[src/pkg/pp_sig_pkg.sv]
// constants for the parallel port host signalling block
// assumes a single 200 MHz clock and synchronous active-low reset
//
// Summary of operation
// - in EPP mode the select input has no fixed meaning and is only passed on as a status level.
// - in compatibility mode selectin is driven low to select the peripheral and high to request an advanced mode.
// - in ECP mode selectin is held high, and driven low to end ECP and return to compatibility mode.
// - in EPP mode selectin goes low as an address strobe only during address read or write cycles.
// - in compatibility mode strobe pulses low to latch data, with data held valid the whole time it is low.
// - ECP forward bytes move by a closed-loop handshake of strobe from the host answered by busy.
// - in EPP mode strobe is low during write cycles and high during read cycles.
package pp_sig_pkg;
  // port modes
  localparam logic [1:0] MODE_COMPAT = 2'h0;
  localparam logic [1:0] MODE_ECP    = 2'h1;
  localparam logic [1:0] MODE_EPP    = 2'h2;

  // compatibility strobe timing
  localparam int STB_SETUP_NS = 500;
  localparam int STB_WIDTH_NS = 500;
  localparam int CLK_NS       = 5;
  localparam logic [7:0] STB_SETUP_CYC = 8'((STB_SETUP_NS + CLK_NS - 1) / CLK_NS);
  localparam logic [7:0] STB_WIDTH_CYC = 8'((STB_WIDTH_NS + CLK_NS - 1) / CLK_NS);

  // output reset levels
  localparam logic STROBE_RST   = 1'b1;
  localparam logic SELECTIN_RST = 1'b0;
endpackage

[src/hw/pp_sync2.sv]
// two-flop synchroniser bank for the peripheral and DMA inputs
// assumes inputs are asynchronous to clk
`timescale 1ns/10ps
module pp_sync2 #(
  parameter int W = 4
) (
  input  wire logic         clk,  // system clock
  input  wire logic         nrst, // sync reset, active low
  input  wire logic [W-1:0] d,    // asynchronous inputs
  output logic      [W-1:0] q     // synchronised outputs
);
  logic [W-1:0] meta_q;

  // first stage only feeds the second stage
  always_ff @(posedge clk)
  begin
    if (!nrst)
    begin
      meta_q <= '0;
      q      <= '0;
    end
    else
    begin
      meta_q <= d;
      q      <= meta_q;
    end
  end
endmodule

[src/hw/pp_host_sig.sv]
// host-side control signalling of a 1284 parallel port: strobe, selectin, select status, terminal count
// assumes the user side gives one request at a time and holds data while busy_o is high
`timescale 1ns/10ps
module pp_host_sig
  import pp_sig_pkg::*;
(
  input  wire logic       clk,            // 200 MHz clock
  input  wire logic       nrst,           // sync reset, active low
  input  wire logic [1:0] mode,           // pp_sig_pkg::MODE_*
  input  wire logic       adv_req,        // request advanced mode (compat)
  input  wire logic       ecp_exit,       // end ECP, return to compat
  input  wire logic       xfer_req,       // start one byte cycle
  input  wire logic       xfer_write,     // EPP: 1 write, 0 read
  input  wire logic       xfer_addr,      // EPP: address cycle
  input  wire logic [7:0] xfer_data,      // byte to send
  input  wire logic       select_pin,     // SELECT from peripheral
  input  wire logic       busy_pin,       // BUSY from peripheral
  input  wire logic       dma_tc_pin,     // terminal count
  input  wire logic       parallel_dma_acknowledge_n, // DMA acknowledge, low active
  output logic            strobe_n_o,     // STROBE pin
  output logic            selectin_o,     // SELECTIN pin
  output logic [7:0]      data_o,         // data lines
  output logic            data_oe_o,      // data drive enable
  output logic            busy_o,         // cycle in progress
  output logic            done_o,         // one-cycle end of byte
  output logic            online_o,       // printer online
  output logic            ext_ack_o,      // ECP extensibility answer
  output logic            user_sel_o,     // EPP user status
  output logic            dma_done_o      // one-cycle DMA complete
);
  import pp_sig_pkg::*;

  typedef enum logic [2:0] {ST_IDLE, ST_SETUP, ST_PULSE, ST_ECP_WAIT, ST_ECP_REL, ST_EPP} state_e;

  logic [3:0]  sy;
  logic        sel_s, busy_s, tc_s;
  state_e      st_q, st_d;
  logic [7:0]  cnt_q, cnt_d;
  logic        strobe_q, selin_q, oe_q, busy_q, done_q;
  logic        online_q, ext_q, usr_q, tc_q, tc_prev_q, ecp_end_q;
  logic [7:0]  data_q;
  logic        epp_wr_q, epp_ad_q;

  // each pin is synchronised on its own; gating two async pins ahead of the flops could glitch into stage one
  pp_sync2 #(.W(4)) u_sync (
    .clk  (clk),
    .nrst (nrst),
    .d    ({select_pin, busy_pin, dma_tc_pin, parallel_dma_acknowledge_n}),
    .q    (sy)
  );
  assign sel_s  = sy[3];
  assign busy_s = sy[2];
  assign tc_s   = sy[1] & ~sy[0];

  // mode decode
  wire is_compat = (mode == MODE_COMPAT);
  wire is_ecp    = (mode == MODE_ECP);
  wire is_epp    = (mode == MODE_EPP);
  wire start     = xfer_req && (st_q == ST_IDLE);
  wire cnt_zero  = (cnt_q == 8'h00);

  // next state; ECP waits for busy to rise then fall before idling
  always_comb
  begin
    st_d  = st_q;
    cnt_d = cnt_zero ? 8'h00 : cnt_q - 8'h01;
    case (st_q)
      ST_IDLE:
      begin
        if (start && is_compat)
        begin
          st_d  = ST_SETUP;
          cnt_d = STB_SETUP_CYC;
        end
        else if (start && is_ecp)
          st_d = ST_ECP_WAIT;
        else if (start && is_epp)
          st_d = ST_EPP;
      end
      ST_SETUP:
      begin
        if (cnt_zero)
        begin
          st_d  = ST_PULSE;
          cnt_d = STB_WIDTH_CYC;
        end
      end
      ST_PULSE:    if (cnt_zero) st_d = ST_IDLE;
      ST_ECP_WAIT: if (busy_s) st_d = ST_ECP_REL;
      ST_ECP_REL:  if (!busy_s) st_d = ST_IDLE;
      ST_EPP:      st_d = ST_IDLE;
      default:     st_d = ST_IDLE;
    endcase
  end

  // strobe level for the next cycle
  wire stb_d = (st_d == ST_PULSE) ? 1'b0 :
               (st_d == ST_ECP_WAIT) ? 1'b0 :
               (st_d == ST_EPP) ? ~(start ? xfer_write : epp_wr_q) :
               1'b1;
  // selectin level: compat select/advanced request, ECP high, EPP address strobe
  wire selin_d = is_compat ? adv_req :
                 is_ecp ? ~(ecp_exit | ecp_end_q) :
                 ~((st_d == ST_EPP) && (start ? xfer_addr : epp_ad_q));
  wire fin = (st_q != ST_IDLE) && (st_d == ST_IDLE);

  always_ff @(posedge clk)
  begin
    if (!nrst)
    begin
      st_q <= ST_IDLE;
      cnt_q <= 8'h00;
      strobe_q <= STROBE_RST;
      selin_q <= SELECTIN_RST;
      data_q <= 8'h00;
      oe_q <= 1'b0;
      busy_q <= 1'b0;
      done_q <= 1'b0;
      epp_wr_q <= 1'b0;
      epp_ad_q <= 1'b0;
      ecp_end_q <= 1'b0;
    end
    else
    begin
      st_q <= st_d;
      cnt_q <= cnt_d;
      strobe_q <= stb_d;
      selin_q <= selin_d;
      busy_q <= (st_d != ST_IDLE);
      done_q <= fin;
      ecp_end_q <= is_ecp & (ecp_exit | ecp_end_q);
      if (start)
      begin
        data_q <= xfer_data; // held for the whole strobe low time
        oe_q <= ~is_epp | xfer_write;
        epp_wr_q <= xfer_write;
        epp_ad_q <= xfer_addr;
      end
    end
  end

  // status levels from select, and a one-cycle pulse from terminal count
  always_ff @(posedge clk)
  begin
    if (!nrst)
    begin
      online_q <= 1'b0;
      ext_q <= 1'b0;
      usr_q <= 1'b0;
      tc_q <= 1'b0;
      tc_prev_q <= 1'b0;
    end
    else
    begin
      online_q <= is_compat & sel_s;
      ext_q <= is_compat & adv_req & sel_s;
      usr_q <= is_epp & sel_s;
      tc_prev_q <= tc_s;
      tc_q <= tc_s & ~tc_prev_q;
    end
  end

  assign strobe_n_o = strobe_q;
  assign selectin_o = selin_q;
  assign data_o     = data_q;
  assign data_oe_o  = oe_q;
  assign busy_o     = busy_q;
  assign done_o     = done_q;
  assign online_o   = online_q;
  assign ext_ack_o  = ext_q;
  assign user_sel_o = usr_q;
  assign dma_done_o = tc_q;

  a_stb_width: assert property (@(posedge clk) disable iff (!nrst)
    $fell(strobe_q) && is_compat |-> !strobe_q [*8])
    else $error("compat strobe too short");
  a_data_hold: assert property (@(posedge clk) disable iff (!nrst)
    !strobe_q && is_compat |-> $stable(data_q))
    else $error("data changed while strobe low");
  a_ecp_hand: assert property (@(posedge clk) disable iff (!nrst)
    st_q == ST_ECP_WAIT && !busy_s |=> !strobe_q)
    else $error("ecp strobe released before busy");
  a_ecp_next: assert property (@(posedge clk) disable iff (!nrst)
    st_q == ST_ECP_REL && busy_s |=> st_q != ST_IDLE)
    else $error("ecp idle before busy fell");
  a_ecp_selin: assert property (@(posedge clk) disable iff (!nrst)
    is_ecp && !ecp_exit && !ecp_end_q && $past(is_ecp) |=> selin_q)
    else $error("selectin low in ecp");
  a_epp_addr: assert property (@(posedge clk) disable iff (!nrst)
    is_epp && $past(is_epp) && st_q == ST_IDLE && $past(st_q) == ST_IDLE |-> selin_q)
    else $error("epp address strobe outside cycle");
  a_epp_dir: assert property (@(posedge clk) disable iff (!nrst)
    st_q == ST_EPP |-> strobe_q == ~epp_wr_q)
    else $error("epp strobe direction wrong");
  a_compat_sel: assert property (@(posedge clk) disable iff (!nrst)
    is_compat && $past(is_compat) |-> selin_q == $past(adv_req))
    else $error("compat selectin wrong");
  a_user_sel: assert property (@(posedge clk) disable iff (!nrst)
    !is_epp |=> !usr_q)
    else $error("user select outside epp");
  a_tc_pulse: assert property (@(posedge clk) disable iff (!nrst)
    tc_q |=> !tc_q)
    else $error("dma done not a pulse");

  c_compat: cover property (@(posedge clk) st_q == ST_PULSE ##1 st_q == ST_IDLE);
  c_ecp: cover property (@(posedge clk) st_q == ST_ECP_REL ##1 st_q == ST_IDLE);
  c_epp: cover property (@(posedge clk) st_q == ST_EPP && !selin_q);
  c_tc: cover property (@(posedge clk) tc_q);
endmodule

[config.mk]
export PLATFORM = sky130hd
export DESIGN_NAME = pp_host_sig
export DESIGN_NICKNAME = d
export VERILOG_FILES = /design/src/pkg/pp_sig_pkg.sv /design/src/hw/pp_sync2.sv /design/src/hw/pp_host_sig.sv
export SDC_FILE = /design/constraint.sdc
export NUM_CORES = 1
export LEC_CHECK = 0
export ABC_AREA = 1
export BUFFER_PORTS_ARGS = -buffer_cell sky130_fd_sc_hd__buf_2
export CAP_MARGIN = 20
export CORE_ASPECT_RATIO = 2
export CORE_MARGIN = 2
export CORE_UTILIZATION = 56
export DETAILED_ROUTE_END_ITERATION = 10
export PLACE_DENSITY = 0.82
export SLEW_MARGIN = 5
export SYNTH_ARGS = -nofsm -noshare
export SYNTH_HDL_FRONTEND = slang
export SYNTH_HIERARCHICAL = 1
export SYNTH_SLANG_ARGS = --single-unit
[constraint.sdc]
create_clock -name clk -period 2.49 [get_ports clk]
set_input_delay 0.249 -clock clk [delete_from_list [all_inputs] [get_ports clk]]
set_output_delay 0.249 -clock clk [all_outputs]
set_load 0.02 [all_outputs]
Word level (Yosys, flattened, before mapping)
Cells that the tools add are included.
{ "word_totals": {"reg_bits": 40, "in_bits": 21} }
{ "classes": {"addsub": 1, "eq_ne": 9, "n_mux": 19, "bitwise": 15, "reduce_logical": 12} }
{ "op_table": {"columns": ["op", "n"], "rows": [
  ["$mux W8", 3],
  ["$mux W3", 7],
  ["$pmux W8 S2", 1],
  ["$pmux W3 S5", 1],
  ["$eq A3 B2 Y1 const B", 4],
  ["$logic_not A8 Y1", 1],
  ["$sub A8 B1 Y8 const B", 1],
  ["$and A1 B1 Y1", 7],
  ["$mux W1", 7],
  ["$eq A3 B3 Y1 const B", 2],
  ["$logic_and A1 B1 Y1", 6],
  ["$logic_not A3 Y1", 2],
  ["$not A1 Y1", 6],
  ["$reduce_bool A3 Y1", 2],
  ["$eq A3 B1 Y1 const B", 1],
  ["$eq A2 B1 Y1 const B", 1],
  ["$eq A2 B2 Y1 const B", 1],
  ["$logic_not A2 Y1", 1],
  ["$or A1 B1 Y1", 2]
]} }

Depth between registers and ports, before layout
{ "depth": {"ltp_word": 12, "ltp_mapped": 10, "ltp_nobuf": 10} }

Modules after synthesis
Netlist, hierarchy kept.
{ "modules_own_cells": {"columns": ["mod", "instances", "cells_per_inst", "area_per_inst_um2", "seq_area_each_um2"], "rows": [
  ["pp_host_sig", 1, 194, 1436.4, 640.6],
  ["pp_sync2", 1, 25, 225.2, 160.2]
]} }

Worst setup path before layout
OpenSTA, ideal clock, no wires.
{ "synth_timing": {"path_kind": "reg2reg", "startpoint": "reg cnt_q[0]", "endpoint": "reg done_q (netlist: done_o)", "arrival_ns": 1.185, "setup_slack_ns": 1.243, "stages_incl_launch_ff": 11, "n_path_buf": 0, "synth_period_minus_slack_ns": 1.247, "path_cell_list": "dfxtp_1 inv_1 ha_1 nand2_2 nor2_4 nand2_2 nand2_1 nand3_1 nor2_2 nand2_1 nor2_2"} }
{ "synth_between": {"elab_chain_cells": 5} }
{ "synth_lines": {"columns": ["element", "line", "rtl"], "rows": [
  ["start: declaration", "pp_host_sig.sv:38", "logic [7:0] cnt_q, cnt_d;"],
  ["start signal: assignment", "pp_host_sig.sv:126", "cnt_q <= cnt_d;"],
  ["$logic_not A8 Y1 (*)", "pp_host_sig.sv:60", "wire cnt_zero = (cnt_q == 8'h00);"],
  ["$mux W3, on equally long branches", "pp_host_sig.sv:88, pp_host_sig.sv:82", null],
  ["$pmux W3 S5 (*)", "pp_host_sig.sv:67", "case (st_q)"],
  ["$logic_not A3 Y1 (*)", "pp_host_sig.sv:105", "wire fin = (st_q != ST_IDLE) && (st_d == ST_IDLE);"],
  ["$logic_and A1 B1 Y1 (*)", "pp_host_sig.sv:105", null],
  ["end signal: assignment", "pp_host_sig.sv:130", "done_q <= fin;"],
  ["end: declaration", "pp_host_sig.sv:39", "logic strobe_q, selin_q, oe_q, busy_q, done_q;"]
]} }
Mark *: on every way between the ends. The rest lies on a longest branch, timed or not.
A chain may end at the register's enable or synchronous reset.

Worst setup path in the final report
{ "layout_timing": {"startpoint": "reg st_q[1]", "endpoint": "reg strobe_q (netlist: strobe_n_o)"} }
{ "layout_between": {"elab_chain_cells": 11} }
{ "layout_lines": {"columns": ["element", "line", "rtl"], "rows": [
  ["start: declaration", "pp_host_sig.sv:37", "state_e st_q, st_d;"],
  ["start signal: assignment", "pp_host_sig.sv:125", "st_q <= st_d;"],
  ["$logic_not A3 Y1", "pp_host_sig.sv:59, pp_host_sig.sv:67", null],
  ["$logic_and A1 B1 Y1", "pp_host_sig.sv:59", "wire start = xfer_req && (st_q == ST_IDLE);"],
  ["$logic_and A1 B1 Y1", "pp_host_sig.sv:77", "else if (start && is_epp)"],
  ["$mux W3", "pp_host_sig.sv:77", null],
  ["$mux W3", "pp_host_sig.sv:75", "else if (start && is_ecp)"],
  ["$mux W3", "pp_host_sig.sv:70", "if (start && is_compat)"],
  ["$pmux W3 S5", "pp_host_sig.sv:67", null],
  ["$eq A3 B3 Y1", "pp_host_sig.sv:99", "(st_d == ST_EPP) ? ~(start ? xfer_write : epp_wr_q) :"],
  ["$mux W1", "pp_host_sig.sv:99", null],
  ["$mux W1", "pp_host_sig.sv:98", "(st_d == ST_ECP_WAIT) ? 1'b0 :"],
  ["$mux W1 (*)", "pp_host_sig.sv:97", "wire stb_d = (st_d == ST_PULSE) ? 1'b0 :"],
  ["end signal: assignment", "pp_host_sig.sv:127", "strobe_q <= stb_d;"],
  ["end: declaration", "pp_host_sig.sv:39", null]
]} }
Marks and branches as above.

==> flow_summary.yaml <==
cts:
  cts_setup_buffers: 0
  clk_pin_slew_worst_paths_ns: 0.07
  clockBufferDepth: 2
  clock_latency_ns: 0.30
  cts_tree: "built"
  cts_root_buf: "clkbuf_8"
  cts_num_sinks: 40
  cts_max_level: 2
  cts_resized: 0
  cts_inserted_buffers: 5
  cts_hold_buf: 0
sta:
  fmax_ghz: 0.677
  hold_violations: 0
  fin_hold_ws_ns: 0.142
  drv_slew: 0
  worstMarginPinSlew_ns: 0.529
  fin_skew_ns: 0.00955
  setup_violations: 0
  layout_min_cycle_time_ns: 1.48
  max_slew_margin: 0.645
  tns_ns: 0
  timing.final.crit_share: 0.593
  grt_setup_unrepaired: "no"
  setup_ws_ns: 1.01
synthesis:
  synth_cell_types: 28
  ys_warn_count: 6
  synth.most_common_cell: "nand2_1"
  ys_ff_latch: 40
  yosysTopAreaCell: "dfxtp_1"
  synth_nets: 241
  yosys-top-cells-count: "50 x nand2_1, 40 x dfxtp_1, 33 x nor2_1, 26 x inv_1, 14 x a21oi_1"
  synthArstFlopShare: 0
  ys_top_cells_by_area: "dfxtp_1 48%, nand2_1 11%, nor2_1 7.5%"
  seq_area_frac_synth: 0.482
  ys.flop_type: "dfxtp_1"
  netlist_instances: 219
  netlist.area_leader.share: 0.482
  post_synth.cell_area_avg_sq_um: 7.59
  synth-edff-count: 0
  synth_area_sq_um: 1660
grt:
  grt_pass1_wl_um: 5660
  overflow: 0
  track_usage: 0.221
  grt_antenna_before_repair: 0
  grt_pass1_vias: 1443
  grt_max_degree: 20
pwr:
  vdd_drop_max_v: 0.000853
  p_switching_uw: 768
  p_sw_frac: 0.383
  powerDensity_nw_per_um2: 1030
  internal_power_mw: 1.24
  p_leak_nw: 1.02
  pwr-share-comb: 0.373
  pwr-share-clk: 0.217
  p_seq_frac: 0.410
cells_and_area:
  postLayoutCellArea_sq_um: 1940
  final_layout_size_suffix_gt1_frac: 0.265
  num-nets-final: 281
  antenna_cells: 0
  synthToLayoutAreaGrowth_pct: 16.9
drt:
  first_pass_iters: 4
  drc: 0
  wl_per_cell_um: 11.4
  postRouteAntennaNets: 0
  drt_iter0_markers: 43
  vias: 1461
  viasPerCell: 5.04
  drt-total-wl_um: 3310
worst_setup_path:
  cp.arrival_ns: 1.65
  crit_type: "register to register"
  cp_max_fo: 13
  required_ns: 2.66
  endpoint_kind: "register"
  crit_path_start_kind: "register"
placement:
  place.gp.congestion: 0.927
  place_ws_ns: 1.04
  placed_area_sq_um: 1850
  dp_hpwl_um: 2520
  io_buffers: 37
floorplanning:
  ios: 38
  coreArea_sq_um: 2910
  floorplan.initialDensity: 0.571
  die_w_um: 42.5
  num_rows: 28
  dieHeight_um: 81.0
  die_area_sq_um: 3450
status:
  status: "completed"
run:
  drv_cap: 0
worst_hold_path:
  hold_class: "input port to register"
flip-flops by register name, indices dropped and copies added (netlist names), 3 cells and up:
signal         flops
cnt_q              8
data_o             8
st_q               3
u_sync/meta_q      4
u_sync/q           4
cells in the final DEF, fill, tap and decap left out, drive strengths merged:
cell type | Yosys | layout
a21oi | 15 | 15
buf | 4 | 37
clkbuf | 0 | 7
clkinv | 1 | 1
clkinvlp | 0 | 1
dfxtp | 40 | 40
ha | 1 | 1
inv | 31 | 31
nand2 | 57 | 57
nand3 | 12 | 12
nand4 | 6 | 6
nor2 | 38 | 38
nor3 | 4 | 4
nor4 | 1 | 1
o21ai | 6 | 6
or2 | 2 | 2
xor2 | 1 | 1
final timing paths:
kind	from	to	slack [ns]	depth (start not counted)
hold reg to reg	tc_prev_q	dma_done_o	0.40	1
setup reg to reg	st_q[1]	strobe_n_o	1.01	6
setup / recovery	st_q[1]	strobe_n_o	1.01	6
hold / removal	parallel_dma_acknowledge_n	u_sync/meta_q[0]	0.14	3
layout make-up:
class                      count  area [sq um]
fill                         269           966
sequential                    40           801
clock inverter                 1          7.51
tap                           30          37.5
multi-input combinational    143           702
timing repair buffer          37           185
clock buffer                   7          86.3
inverter                      32           123
routing by layer:
layer,up-vias,track usage,wire (um)
li1,757,-,-
met1,646,0.204,1180
met2,42,0.412,1850
met3,16,0.0511,125
met4,0,0.150,155
met5,-,0,0
critical path, cell delays in order, from the launching register on:
cell     delay [ns]
dfxtp_1        0.38
nor2_4         0.18
nand3_4        0.18
inv_4          0.19
nand2_2        0.09
nor3_1         0.26
a21oi_1        0.07
power by group through the flow:
stage	combinational (mW)	sequential (mW)	clock, mW
CTS	0.753	0.822	0.441
global route	0.858	0.834	0.467
global placement	0.738	0.836	0
detailed placement	0.749	0.836	0
finish	0.748	0.823	0.436
floorplan	0.563	0.866	0
through the flow:
step                      power [mW]   util  instances
after global placement          1.57  0.636        282
after CTS                       2.02  0.668        290
after detailed placement        1.58  0.636        282
after floorplan                 1.43      -        219
final                           2.01  0.668        290
after global routing            2.16  0.668        290
kinds of logic after synthesis:
family | Yosys count | synth area share
and+or+nand+nor | 120 | 0.344
DFF | 40 | 0.482
buffers and inverters | 36 | 0.0956
AOI/OAI and AO/OA | 21 | 0.0655
xor gates and xnor gates | 1 | 0.00527
adders and majority gates | 1 | 0.00753
(Power assumes the default switching activity.)
